[src/inc/ddsc_pkg.sv]
package ddsc_pkg;
  // serial register addresses
  localparam logic [4:0] ADDR_CTRL_ONE = 5'h00;
  localparam logic [4:0] ADDR_CTRL_TWO = 5'h01;
  localparam logic [4:0] ADDR_TUNING = 5'h04;
  // register widths in bits
  localparam logic [5:0] BITS_CTRL_ONE = 6'h20;
  localparam logic [5:0] BITS_CTRL_TWO = 6'h18;
  localparam logic [5:0] BITS_TUNING = 6'h20;
  localparam logic [5:0] BITS_OTHER = 6'h20;
  // instruction byte fields
  localparam int INSTR_BITS = 8;
  localparam int INSTR_RD_BIT = 7;
  localparam int INSTR_ADDR_HI = 4;
  // control_reg_one field positions
  localparam int C1_LSB_FIRST = 8;
  localparam int C1_SDIO_IN_ONLY = 9;
  localparam int C1_CLEAR_PHASE = 10;
  localparam int C1_CLK_PWRDN = 4;
  // control_reg_two field positions
  localparam int C2_MULT_HI = 7;
  localparam int C2_MULT_LO = 3;
  localparam int C2_XTAL_OUT_EN = 9;
  // multiplier range that engages the loop
  localparam logic [4:0] MULT_MIN = 5'h04;
  localparam logic [4:0] MULT_MAX = 5'h14;
  // loop lock time the host must wait, for reference only
  localparam int PLL_LOCK_US = 1000;
  // reset values; active clear-phase set, buffered copy clear
  localparam logic [31:0] CTRL_ONE_BUF_RST = 32'h0000_0000;
  localparam logic [31:0] CTRL_ONE_ACT_RST = 32'h0000_0400;
  localparam logic [23:0] CTRL_TWO_RST = 24'h00_0000;
  localparam logic [31:0] TUNING_RST = 32'h0000_0000;
  // dac path
  localparam int DAC_BITS = 10;
  localparam int FIFO_DEPTH = 32;
  localparam logic [9:0] DAC_MID = 10'h200;
  localparam logic [8:0] DAC_AMP_MAX = 9'h1ff;
  // serial port states
  typedef enum logic [1:0] {
    SP_INSTR = 2'b01,
    SP_DATA = 2'b10
  } ddsc_sp_state_t;
endpackage

[src/core/ddsc_core.sv]
// Functional notes
// (RULE1) accumulator adds tuning word each clock; here it holds while the sample buffer is full
// (RULE2) cosine lookup feeds 10-bit converter code
// (RULE3) zero tuning word holds current phase
// (RULE4) clear-phase bit forces accumulator to zero
// (RULE5) power-up: active clear set, buffer clear
// (RULE6) multiplier from control_reg_two bits 7:3
// (RULE7) values 4..20 multiply reference clock
// (RULE8) outside 4..20 bypass, loop powered down
// (RULE9) host waits about 1 ms lock
// (RULE10) host keeps multiplied clock within maximum
// (RULE11) osc select pin enables oscillator, buffer
// (RULE12) clock power-down stops clock, oscillator stays
// (RULE13) control_reg_two bit 9 enables crystal buffer
// (RULE14) multiplier independent of clock power-down
// (RULE15) serial port writes and reads registers
// (RULE16) msb-first or lsb-first transfer order
// (RULE17) two-wire or three-wire data pins
// (RULE18) port abort terminates transfer immediately
// (RULE19) traffic ignored unless chip select low
// (RULE20) three-wire output pin carries read data
// (RULE21) writes buffered, committed on update event
// (RULE22) tuning change keeps accumulator phase
`timescale 1ns/10ps

////////////////////////////////////////////////////////////////////////
// sample buffer with registered output stage
module ddsc_fifo #(
  parameter int WIDTH = 10,
  parameter int DEPTH = 32
) (
  input wire logic i_sys_clk,
  input wire logic i_nrst,
  input wire logic [WIDTH-1:0] i_in_data,
  input wire logic i_in_valid,
  output logic o_in_ready,
  output logic [WIDTH-1:0] o_out_data,
  output logic o_out_valid,
  input wire logic i_out_ready
);
  localparam int AW = $clog2(DEPTH);
  logic [WIDTH-1:0] mem [DEPTH];
  logic [AW-1:0] wr_q, wr_d, rd_q, rd_d;
  logic [AW:0] cnt_q, cnt_d;
  logic [WIDTH-1:0] out_q, out_d;
  logic vld_q, vld_d;
  logic push, pop;

  // pop into the output stage whenever it is free or drained
  always_comb begin
    push = i_in_valid && (cnt_q < (AW+1)'(DEPTH));
    pop = (cnt_q != '0) && (!vld_q || i_out_ready);
    wr_d = push ? wr_q + 1'b1 : wr_q;
    rd_d = pop ? rd_q + 1'b1 : rd_q;
    cnt_d = cnt_q + (AW+1)'(push) - (AW+1)'(pop);
    out_d = pop ? mem[rd_q] : out_q;
    vld_d = pop ? 1'b1 : (i_out_ready ? 1'b0 : vld_q);
  end

  always_ff @(posedge i_sys_clk or negedge i_nrst) begin
    if (!i_nrst) begin
      wr_q <= '0;
      rd_q <= '0;
      cnt_q <= '0;
      out_q <= '0;
      vld_q <= 1'b0;
    end else begin
      wr_q <= wr_d;
      rd_q <= rd_d;
      cnt_q <= cnt_d;
      out_q <= out_d;
      vld_q <= vld_d;
    end
  end

  // storage has no reset; only written words are ever read
  always_ff @(posedge i_sys_clk) begin
    if (push) begin
      mem[wr_q] <= i_in_data;
    end
  end

  assign o_in_ready = cnt_q < (AW+1)'(DEPTH);
  assign o_out_data = out_q;
  assign o_out_valid = vld_q;
endmodule

////////////////////////////////////////////////////////////////////////
module ddsc_core (
  input wire logic i_sys_clk,
  input wire logic i_nrst,
  input wire logic i_osc_select_pin,
  input wire logic i_io_update,
  input wire logic i_port_abort,
  input wire logic i_cs_n,
  input wire logic i_sclk,
  input wire logic i_sdio,
  output logic o_sdio,
  output logic o_sdio_oe,
  output logic o_serial_data_out,
  output logic [ddsc_pkg::DAC_BITS-1:0] o_dac_code,
  output logic o_dac_valid,
  input wire logic i_dac_ready,
  output logic o_pll_enable,
  output logic [4:0] o_pll_mult,
  output logic o_osc_enable,
  output logic o_xtal_buf_en,
  output logic o_synth_clk_en
);
  import ddsc_pkg::*;

  // bits of a register at a serial address
  function automatic logic [5:0] reg_bits(input logic [4:0] a);
    unique case (a)
      ADDR_CTRL_ONE: reg_bits = BITS_CTRL_ONE;
      ADDR_CTRL_TWO: reg_bits = BITS_CTRL_TWO;
      ADDR_TUNING: reg_bits = BITS_TUNING;
      default: reg_bits = BITS_OTHER;
    endcase
  endfunction

  // parabolic cosine; cheaper than a table, a few percent error
  function automatic logic [9:0] cos_code(input logic [31:0] p);
    logic signed [9:0] d;
    logic [8:0] m;
    logic [18:0] prod;
    logic [8:0] amp;
    logic pos;
    d = $signed({1'b0, p[30:22]}) - 10'sd256;
    m = d[9] ? 9'(-d) : 9'(d);
    prod = 19'(m) * (19'h200 - 19'(m));
    amp = prod[16] ? DAC_AMP_MAX : prod[15:7];
    pos = d[9] ^ p[31];
    cos_code = pos ? DAC_MID + 10'(amp) : DAC_MID - 10'(amp);
  endfunction

  function automatic logic mult_in_range(input logic [4:0] m);
    mult_in_range = (m >= MULT_MIN) && (m <= MULT_MAX);
  endfunction

  ////////////////////////////////////////////////////////////////////
  // serial port and buffer registers
  ddsc_sp_state_t st_q, st_d;
  logic sclk_q, sclk_d;
  logic [5:0] cnt_q, cnt_d;
  logic [31:0] sh_q, sh_d;
  logic [31:0] rdv_q, rdv_d;
  logic [4:0] addr_q, addr_d;
  logic rd_q, rd_d;
  logic out_q, out_d;
  logic oe_q, oe_d;
  logic sdo_q, sdo_d;
  logic [31:0] c1_buf_q, c1_buf_d;
  logic [23:0] c2_buf_q, c2_buf_d;
  logic [31:0] ftw_buf_q, ftw_buf_d;
  logic [31:0] c1_act_q;
  logic [23:0] c2_act_q;
  logic [31:0] ftw_act_q;
  logic rise, fall, lsb, three_wire;
  logic [31:0] sh_nx, wval;
  logic [5:0] nb;
  logic [7:0] ibyte;

  // sclk is sampled as a plain input; edges found by comparison
  always_comb begin
    st_d = st_q;
    cnt_d = cnt_q;
    sh_d = sh_q;
    rdv_d = rdv_q;
    addr_d = addr_q;
    rd_d = rd_q;
    out_d = out_q;
    oe_d = 1'b0;
    sdo_d = 1'b0;
    c1_buf_d = c1_buf_q;
    c2_buf_d = c2_buf_q;
    ftw_buf_d = ftw_buf_q;
    sclk_d = i_sclk;
    rise = i_sclk && !sclk_q;
    fall = !i_sclk && sclk_q;
    lsb = c1_act_q[C1_LSB_FIRST];
    three_wire = c1_act_q[C1_SDIO_IN_ONLY];
    nb = reg_bits(addr_q);
    sh_nx = lsb ? {i_sdio, sh_q[31:1]} : {sh_q[30:0], i_sdio}; // [RULE16]
    ibyte = lsb ? sh_nx[31:24] : sh_nx[7:0];
    wval = lsb ? sh_nx >> (6'h20 - nb) : sh_nx;
    if (i_port_abort || i_cs_n) begin // [RULE18] [RULE19]
      st_d = SP_INSTR;
      cnt_d = '0;
      sh_d = '0;
      rd_d = 1'b0;
    end else begin
      unique case (st_q)
        SP_INSTR: begin
          if (rise) begin
            sh_d = sh_nx;
            cnt_d = cnt_q + 6'h01;
            if (cnt_q == 6'(INSTR_BITS - 1)) begin
              st_d = SP_DATA;
              cnt_d = '0;
              sh_d = '0;
              rd_d = ibyte[INSTR_RD_BIT];
              addr_d = ibyte[INSTR_ADDR_HI:0];
              // read back the buffered copy of the register
              unique case (ibyte[INSTR_ADDR_HI:0]) // [RULE15]
                ADDR_CTRL_ONE: rdv_d = c1_buf_q;
                ADDR_CTRL_TWO: rdv_d = {8'h00, c2_buf_q};
                ADDR_TUNING: rdv_d = ftw_buf_q;
                default: rdv_d = '0;
              endcase
            end
          end
        end
        SP_DATA: begin
          if (fall && rd_q) begin
            out_d = lsb ? rdv_q[cnt_q[4:0]]
                        : rdv_q[5'(nb - 6'h01 - cnt_q)]; // [RULE16]
          end
          if (rise) begin
            sh_d = sh_nx;
            cnt_d = cnt_q + 6'h01;
            if (cnt_q == nb - 6'h01) begin
              st_d = SP_INSTR;
              cnt_d = '0;
              sh_d = '0;
              rd_d = 1'b0;
              // writes land in the buffers only
              if (!rd_q) begin // [RULE15] [RULE21]
                unique case (addr_q)
                  ADDR_CTRL_ONE: c1_buf_d = wval;
                  ADDR_CTRL_TWO: c2_buf_d = wval[23:0];
                  ADDR_TUNING: ftw_buf_d = wval;
                  default: ;
                endcase
              end
            end
          end
          // two-wire drives sdio, three-wire uses the output pin
          oe_d = rd_q && !three_wire; // [RULE17]
          sdo_d = rd_q && three_wire && out_d; // [RULE20]
        end
        default: st_d = SP_INSTR;
      endcase
    end
  end

  always_ff @(posedge i_sys_clk or negedge i_nrst) begin
    if (!i_nrst) begin
      st_q <= SP_INSTR;
      sclk_q <= 1'b0;
      cnt_q <= '0;
      sh_q <= '0;
      rdv_q <= '0;
      addr_q <= '0;
      rd_q <= 1'b0;
      out_q <= 1'b0;
      oe_q <= 1'b0;
      sdo_q <= 1'b0;
      c1_buf_q <= CTRL_ONE_BUF_RST; // [RULE5]
      c2_buf_q <= CTRL_TWO_RST;
      ftw_buf_q <= TUNING_RST;
    end else begin
      st_q <= st_d;
      sclk_q <= sclk_d;
      cnt_q <= cnt_d;
      sh_q <= sh_d;
      rdv_q <= rdv_d;
      addr_q <= addr_d;
      rd_q <= rd_d;
      out_q <= out_d;
      oe_q <= oe_d;
      sdo_q <= sdo_d;
      c1_buf_q <= c1_buf_d;
      c2_buf_q <= c2_buf_d;
      ftw_buf_q <= ftw_buf_d;
    end
  end

  assign o_sdio = out_q;
  assign o_sdio_oe = oe_q;
  assign o_serial_data_out = sdo_q;

  ////////////////////////////////////////////////////////////////////
  // active registers, clock control and accumulator
  logic [31:0] c1_act_d;
  logic [23:0] c2_act_d;
  logic [31:0] ftw_act_d;
  logic [31:0] acc_q, acc_d;
  logic pll_q, pll_d, osc_q, osc_d, xbuf_q, xbuf_d, clken_q, clken_d;
  logic [4:0] mult_q, mult_d;
  logic fifo_rdy, adv, clr;

  // update event copies every buffer at once
  always_comb begin
    c1_act_d = i_io_update ? c1_buf_q : c1_act_q; // [RULE21] [RULE5]
    c2_act_d = i_io_update ? c2_buf_q : c2_act_q;
    ftw_act_d = i_io_update ? ftw_buf_q : ftw_act_q;
    mult_d = c2_act_q[C2_MULT_HI:C2_MULT_LO]; // [RULE6]
    pll_d = mult_in_range(mult_d); // [RULE7] [RULE8] [RULE14]
    osc_d = i_osc_select_pin; // [RULE11]
    xbuf_d = i_osc_select_pin && c2_act_q[C2_XTAL_OUT_EN]; // [RULE13]
    // oscillator stays on even while the clock is stopped
    clken_d = !c1_act_q[C1_CLK_PWRDN]; // [RULE12]
    clr = c1_act_q[C1_CLEAR_PHASE];
    // full buffer stalls the accumulator so no sample is lost
    adv = fifo_rdy && clken_q;
    // zero tuning word simply adds nothing: phase holds
    if (clr) begin
      acc_d = '0; // [RULE4]
    end else if (adv) begin
      acc_d = acc_q + ftw_act_q; // [RULE1] [RULE3] [RULE22]
    end else begin
      acc_d = acc_q;
    end
  end

  always_ff @(posedge i_sys_clk or negedge i_nrst) begin
    if (!i_nrst) begin
      c1_act_q <= CTRL_ONE_ACT_RST; // [RULE5]
      c2_act_q <= CTRL_TWO_RST;
      ftw_act_q <= TUNING_RST;
      acc_q <= '0;
      mult_q <= '0;
      pll_q <= 1'b0;
      osc_q <= 1'b0;
      xbuf_q <= 1'b0;
      clken_q <= 1'b0;
    end else begin
      c1_act_q <= c1_act_d;
      c2_act_q <= c2_act_d;
      ftw_act_q <= ftw_act_d;
      acc_q <= acc_d;
      mult_q <= mult_d;
      pll_q <= pll_d;
      osc_q <= osc_d;
      xbuf_q <= xbuf_d;
      clken_q <= clken_d;
    end
  end

  assign o_pll_enable = pll_q;
  assign o_pll_mult = mult_q;
  assign o_osc_enable = osc_q;
  assign o_xtal_buf_en = xbuf_q;
  assign o_synth_clk_en = clken_q;

  // converter samples pass through the buffer
  ddsc_fifo #(
    .WIDTH(DAC_BITS),
    .DEPTH(FIFO_DEPTH)
  ) u_fifo (
    .i_sys_clk(i_sys_clk),
    .i_nrst(i_nrst),
    .i_in_data(cos_code(acc_q)), // [RULE2]
    .i_in_valid(adv),
    .o_in_ready(fifo_rdy),
    .o_out_data(o_dac_code),
    .o_out_valid(o_dac_valid),
    .i_out_ready(i_dac_ready)
  );

  ////////////////////////////////////////////////////////////////////
  // checks
  logic upd_seen_q;
  always_ff @(posedge i_sys_clk or negedge i_nrst) begin
    if (!i_nrst) begin
      upd_seen_q <= 1'b0;
    end else begin
      upd_seen_q <= upd_seen_q || i_io_update;
    end
  end
endmodule

[config.mk]
export PLATFORM = sky130hd
export DESIGN_NAME = ddsc_core
export DESIGN_NICKNAME = d
export VERILOG_FILES = /design/src/inc/ddsc_pkg.sv /design/src/core/ddsc_core.sv
export SDC_FILE = /design/constraint.sdc
export NUM_CORES = 1
export LEC_CHECK = 0
export BUFFER_PORTS_ARGS = -buffer_cell sky130_fd_sc_hd__buf_4
export CELL_PAD_IN_SITES_DETAIL_PLACEMENT = 0
export CELL_PAD_IN_SITES_GLOBAL_PLACEMENT = 1
export CORE_MARGIN = 5
export CORE_UTILIZATION = 40
export CTS_CLUSTER_SIZE = 8
export DETAILED_ROUTE_END_ITERATION = 12
export PLACE_DENSITY_LB_ADDON = 0.1
export SLEW_MARGIN = 20
export SYNTH_ARGS = -nofsm -noshare
export SYNTH_HDL_FRONTEND = slang
export SYNTH_SLANG_ARGS = --single-unit
[constraint.sdc]
create_clock -name i_sys_clk -period 9.5 [get_ports i_sys_clk]
set_clock_uncertainty 0.05 [all_clocks]
set_input_delay 0.475 -clock i_sys_clk [delete_from_list [all_inputs] [get_ports i_sys_clk]]
set_output_delay 0.475 -clock i_sys_clk [all_outputs]
set_load 0.02 [all_outputs]
# [Word level (Yosys, flattened, before mapping)]
# Memory sizes are Yosys's and may differ from the RTL's. A register that Yosys moved wholly into a read port is not among the register bits.
# Cells that the tools add are included.
[word_totals] reg_bits=281 latchBits=0 ramBits=320 rom_bits=0 out_inout_bits=23 elab_cells=146 memories=1
[classes] n_addsub=14 multipliers=1 n_div=0 magnitude_cmp=5 n_eq_ne=12 n_shift=1 n_mux=50 n_bitwise=3 reduce_logical=33
[memory_table] name="u_fifo.mem" depth=32 width=10 read_ports=1 rd_clocked_by_memory_dff=1 write_ports=1 line_no="ddsc_core.sv:42" text="logic [WIDTH-1:0] mem [DEPTH];"
[ops] operator="2-to-1 mux 32 bit" count=9
[ops] operator="one-hot mux 32 bit (3 select lines)" count=1
[ops] operator="one-hot mux 32 bit (2 select lines)" count=1
[ops] operator="2-to-1 mux 6 bit" count=6
[ops] operator="adder 32 bit" count=1
[ops] operator="right shift 32 x 6 -> 32 bit" count=1
[ops] operator="2-to-1 mux 1 bit" count=19
[ops] operator="2-to-1 mux 9 bit" count=2
[ops] operator="AND reduction 6 bit" count=3
[ops] operator="multiplier 10 x 11 -> 17 bit" count=1
[ops] operator="< comparator 5 x 6 -> 1 bit, second input constant" count=2
[ops] operator="inequality test 3 bit, second input constant" count=4
[ops] operator="one-hot mux 6 bit (2 select lines)" count=1
[ops] operator="logical AND 1 bit" count=11
[ops] operator="subtractor 10 x 9 -> 11 bit, first input constant" count=1
[ops] operator="adder 10 x 9 -> 10 bit, first input constant" count=1
[ops] operator="adder 5 x 1 -> 5 bit, second input constant" count=2
[ops] operator="binary-select mux 1 bit (select 5 bit)" count=2
[ops] operator="equality test 5 x 1 -> 1 bit, second input constant" count=2
[ops] operator="equality test 5 x 3 -> 1 bit, second input constant" count=2
[ops] operator="zero test 5 bit" count=2
[ops] operator="2-to-1 mux 10 bit" count=1
[ops] operator="2-to-1 mux 2 bit" count=5
[ops] operator="subtractor 10 x 9 -> 10 bit, first input constant" count=1
[ops] operator="other kinds (29)" count=38

# [Longest topological paths before layout]
[depth] ltp_word=13 ltp_mapped=37 ltp_nobuf=33

# [Hierarchy]
# From an unflattened synthesis, not the netlist that was laid out.
[unflattened] hier_cells=2367 hier_area_um2=29844.9
[by_module_without_submodules] module="ddsc_core" instances=1 cells_each=1659 area_per_inst_um2=16120.5 seq_area_each_um2=6333.6
[by_module_without_submodules] module="ddsc_fifo" instances=1 cells_each=708 area_per_inst_um2=13724.4 seq_area_each_um2=10284.9

# [Least setup slack after synthesis]
# OpenSTA, ideal clock, no wires.
[synth_path] kind="register to register" startpoint="register acc_q[22]" endpoint="memory u_fifo.mem[0][8], data pin" setup_ps=387 arrival_time_ps=9233 required_ps=9063 path_slack_ps=-171 path_stages_with_launch=37 n_path_buf=3 period_less_slack_ps=9671 cell_sequence="dfrtp_1 -> clkbuf_1 -> inv_2 -> ha_1 -> nor2_1 -> xnor2_1 -> inv_1 -> nor3_1 -> and3_1 -> and3_1 -> ha_1 -> or2_2 -> fa_1 -> inv_1 -> fa_1 -> inv_1 -> fa_1 -> inv_1 -> fa_1 -> inv_1 -> fa_1 -> inv_1 -> ha_1 -> clkbuf_1 -> and3_1 -> and3_1 -> a211o_1 -> o21ai_1 -> xnor2_1 -> clkbuf_1 -> or2_2 -> inv_1 -> ha_1 -> nand3b_1 -> nor4_1 -> a31oi_1 -> xnor2_1"
[synth_via] elab_chain_len=8 word_cells_on_any_way=10 classes_between="add/sub (5); mul (1); mux (3); bitwise (1)"
[synth_lines] element="from (decl)" line_no="ddsc_core.sv:288" text="logic [31:0] acc_q, acc_d;"
[synth_lines] element="from (signal assigned)" line_no="ddsc_core.sv:322" text="acc_q <= '0;"
[synth_lines] element="from (signal assigned)" line_no="ddsc_core.sv:332" text="acc_q <= acc_d;"
[synth_lines] element="subtractor 9 x 9 -> 10 bit (*)" line_no="ddsc_core.sv:129" text="d = $signed({1'b0, p[30:22]}) - 10'sd256;"
[synth_lines] element="negation 9 bit" line_no="ddsc_core.sv:130" text="m = d[9] ? 9'(-d) : 9'(d);"
[synth_lines] element="2-to-1 mux 9 bit" line_no="ddsc_core.sv:130"
[synth_lines] element="subtractor 10 x 9 -> 11 bit" line_no="ddsc_core.sv:131" text="prod = 19'(m) * (19'h200 - 19'(m));"
[synth_lines] element="multiplier 10 x 11 -> 17 bit" line_no="ddsc_core.sv:131"
[synth_lines] element="2-to-1 mux 9 bit" line_no="ddsc_core.sv:132" text="amp = prod[16] ? DAC_AMP_MAX : prod[15:7];"
[synth_lines] element="subtractor 10 x 9 -> 10 bit or adder 10 x 9 -> 10 bit (tied branches)" line_no="ddsc_core.sv:134" text="cos_code = pos ? DAC_MID + 10'(amp) : DAC_MID - 10'(amp);"
[synth_lines] element="2-to-1 mux 10 bit (*)" line_no="ddsc_core.sv:134"
[synth_lines] element="named net u_fifo.i_in_data[8]" line_no="ddsc_core.sv:34" text="input wire logic [WIDTH-1:0] i_in_data,"
[synth_lines] element="to (decl)" line_no="ddsc_core.sv:42"
# The timed path passes the listed nets; every way through them passes the cells marked *.

# [Worst setup path in the final report]
[layout_path] startpoint="register acc_q[22]" endpoint="memory u_fifo.mem[8][8], data pin"
# The elaborated chain is that of the path after synthesis.

==> summary.txt <==
Pwr
  • Comb pwr share: 25.4%
  • Leakage dissipation: 13.9 nW
  • Sequential power share: 41.8%
  • P_int: 5.92 mW
  • Max rail drop VDD: 0.000221 V
  • Sw power: 2.54 mW
  • Net Sw Frac: 30.0%
  • Clk pwr share: 32.8%
  • PD cells: 249 nW/um^2

Yosys
  • Ys Warns: 0
  • FFs w/ async S/R, synth: 46.7%
  • #FFs+latches synth: 600
  • Area of the mapped netlist: 29900 um^2
  • Top_reg_cell synth: edfxtp_1
  • Avg Cell Area, Syn: 13.2 um^2
  • Cell count after synthesis: 2266
  • Yosys top cell by area: edfxtp_1
  • Sequential area share after synthesis: 55.5%
  • Top-area cell type share of the netlist area: 32.1%
  • EDFF count, synth: 320
  • Library cells used by synthesis: 74
  • Ranking of synthesized cells by area: edfxtp_1 32%, dfrtp_1 23%, mux4_2 9.0%, ha_1 4.3%, fa_1 3.6%

GRT
  • Total GRT Usage: 19.1%
  • First-pass GRT wire length: 120 mm
  • Largest net degree at the start of global routing: 152
  • Vias in the first global route: 19100
  • Total grt overflow: 0
  • Initial antenna violation count: 2

Routing
  • Routed wire per std cell: 22.9 um
  • ANT nets after route: 0
  • Final wirelength: 76.9 mm
  • Routed vias/inst: 5.46
  • Number of remaining DRC errors: 0
  • Drt first-iter violations: 1153
  • Drt pass-1 iters: 5
  • Vias post-DR: 18300

Timing
  • FMAX: 0.112 GHz
  • Final worst slack: 604 ps
  • TNS Setup: 0 ps
  • Slew Limit Fails: 0
  • Final hold viol count: 0
  • Final period util: 93.6%
  • Max_slew headroom: 15.3%
  • Final setup viols: 0
  • RSZ-0062 raised after global routing: false
  • Crit path time final: 8900 ps
  • Worst-margin pin slew: 1240 ps

CTS
  • CTS Root Cell: clkbuf_16
  • Clock sink count: 600
  • Reg clk slew, reported paths: 50 ps
  • Total CTS buffers: 85
  • Htree depth: 3
  • Clock network latency to the later pin of the worst-skew pair: 610 ps
  • Setup Buffers After CTS: 0
  • Clk buf depth: 3
  • TritonCTS clock tree: done

Placed design
  • Post-DP HPWL: 49.6 mm
  • DP Worst Slack: 163 ps
  • RD Place Congestion: 0.795
  • Port Buffer Count: 31

Finish
  • # diodes: 0
  • Post-Route Utilization: 45.8%
  • Fraction of layout cells with a size suffix above 1: 19.5%
  • Synthesis-to-finish area growth: 13.7%
  • Filler cell count: 6718
  • Multi-input logic area: 12500 um^2
  • Reg area: 16600 um^2
  • Post-layout nets: 2509

Setup path
  • CP max stage cell: xnor2_4
  • Crit path largest cell delay: 670 ps
  • Max FO, Critical Path: 32
  • CP Buf/Inv Count: 4
  • Setup crit end kind: flip-flop
  • Most used cell, CP: fa_1
  • CP Class: flip-flop to flip-flop
  • Critical Path Source Type: flip-flop
  • Critical Path RT: 9750 ps
  • Worst EP arrival: 9150 ps
  • Largest delay contributor family on the critical path: adder cells

Hold path
  • Hold crit path type: input pin to flip-flop

Floorplanning
  • Die span in y: 284 um
  • I/O pins: 32
  • CORE AREA: 74300 um^2
  • Std cell rows: 100
  • Total die area: 80400 um^2
  • Starting density of the core: 40.3%
  • Die X: 284 um

Flow run
  • Max_cap viols: 0

Run status
  • Status: finished, final reports clean
==> final cells by class <==
class	count	share of cell area, %
well taps	969	3.56
repair buffers	107	2.45
multi-input cells	1447	36.9
clock buffers	130	6.94
clock inverters	5	0.162
flip-flops and latches	600	48.9
inverters	102	1.13
==> power by group through the flow <==
stage | Sequential, mW | Combinational (mW) | Clock, mW
CTS | 3.55 | 2.18 | 2.86
floorplan | 3.50 | 1.45 | 0
global placement | 3.58 | 2.13 | 0
global route | 3.57 | 2.36 | 2.97
finish | 3.54 | 2.15 | 2.77
detailed placement | 3.59 | 2.17 | 0
==> tightest hold or removal path, cell delays in order <==
cell    delay [ps]
buf_4           80
or2_2          150
nor2_1          60
==> timing repair <==
action	in CTS	in global routing
hold buffers	4	0
setup endpoints to repair	0	32
resized for setup	0	3
endpoints found under the hold margin	63	0
==> cell usage after synthesis, types with 19 or more instances <==
cell type / instances
a21o_1: 19
clkbuf_1: 91
ha_1: 103
buf_1: 20
edfxtp_1: 320
nand3b_1: 19
mux2i_1: 56
o31ai_1: 37
o21ai_0: 88
nor2b_1: 23
nand2_1: 216
mux2_4: 24
or2_2: 20
mux2_1: 24
xor2_1: 19
xnor2_1: 42
mux2_2: 71
nor2_1: 148
mux4_2: 120
inv_1: 101
fa_1: 54
a21oi_1: 168
dfrtp_1: 278
==> cell families (layout without fill, tap and decap cells) <==
family	count (synthesis)	in the layout	share of synthesized area [%]
AOI/OAI and AO/OA	388	388	7.62
xor gates and xnor gates	61	61	1.79
adders and majority gates	157	157	7.92
buffers and inverters	224	344	3.02
DFF	600	600	55.5
muxes	295	295	15.7
other	2	7	0.0251
and+or+nand+nor	539	539	8.41
==> path summary, 6_finish.rpt <==
| check | start | to | slack (ps) | cells past startpoint |
|---|---|---|---|---|
| setup / recovery | acc_q[22] | u_fifo.mem[8][8] | 600 | 25 |
| hold / removal | i_port_abort | cnt_q[2] | 150 | 3 |
| setup reg to reg | acc_q[22] | u_fifo.mem[8][8] | 600 | 25 |
| hold reg to reg | c2_act_q[4] | o_pll_mult[1] | 340 | 0 |
| max in group asynchronous | i_nrst | acc_q[23] | 6900 | 4 |
| min in group asynchronous | i_nrst | u_fifo.cnt_q[3] | 350 | 2 |
==> per-stage QoR <==
stage	hold slack, ps	power [mW]	std cells	instance area, um^2
after floorplan	129	4.95	2271	30000
after global placement	346	5.71	3221	31500
after detailed placement	342	5.76	3221	31500
after CTS	118	8.59	3360	34000
after global routing	154	8.90	3360	34000
final	153	8.46	3360	34000
==> registers in the layout, summed over array words and instances (netlist names), 2 cells and up <==
register,flops
u_fifo.cnt_q,6
u_fifo.mem,320
c1_buf_q,32
u_fifo.wr_q,5
ftw_buf_q,32
u_fifo.rd_q,5
cnt_q,6
addr_q,5
c1_act_q,4
ftw_act_q,32
sh_q,32
acc_q,32
st_q,2
u_fifo.o_out_data,10
c2_act_q,6
rdv_q,32
o_pll_mult,5
c2_buf_q,24
==> placed cells by master (no fill, tap or decap), types with 42 or more instances in the layout <==
cell / netlist / layout
edfxtp_1: 320 / 320
dfrtp_1: 278 / 275
nand2_1: 216 / 216
a21oi_1: 168 / 166
nor2_1: 148 / 143
mux4_2: 120 / 120
ha_1: 103 / 103
inv_1: 101 / 101
buf_4: 0 / 101
clkbuf_16: 0 / 88
o21ai_0: 88 / 86
mux2_2: 71 / 71
mux2i_1: 56 / 56
fa_1: 54 / 54
clkbuf_1: 91 / 42
==> metal layers <==
metal	routed length (um)	GRT usage, %	up-vias	part of all wire, %
li1	-	-	8464	-
met1	34800	26.7	9437	45
met2	37500	31.7	336	49
met3	3140	3.22	102	4.1
met4	1380	4.30	2	1.8
met5	13	0	-	0.017
Power figures use the tool's default switching activity.
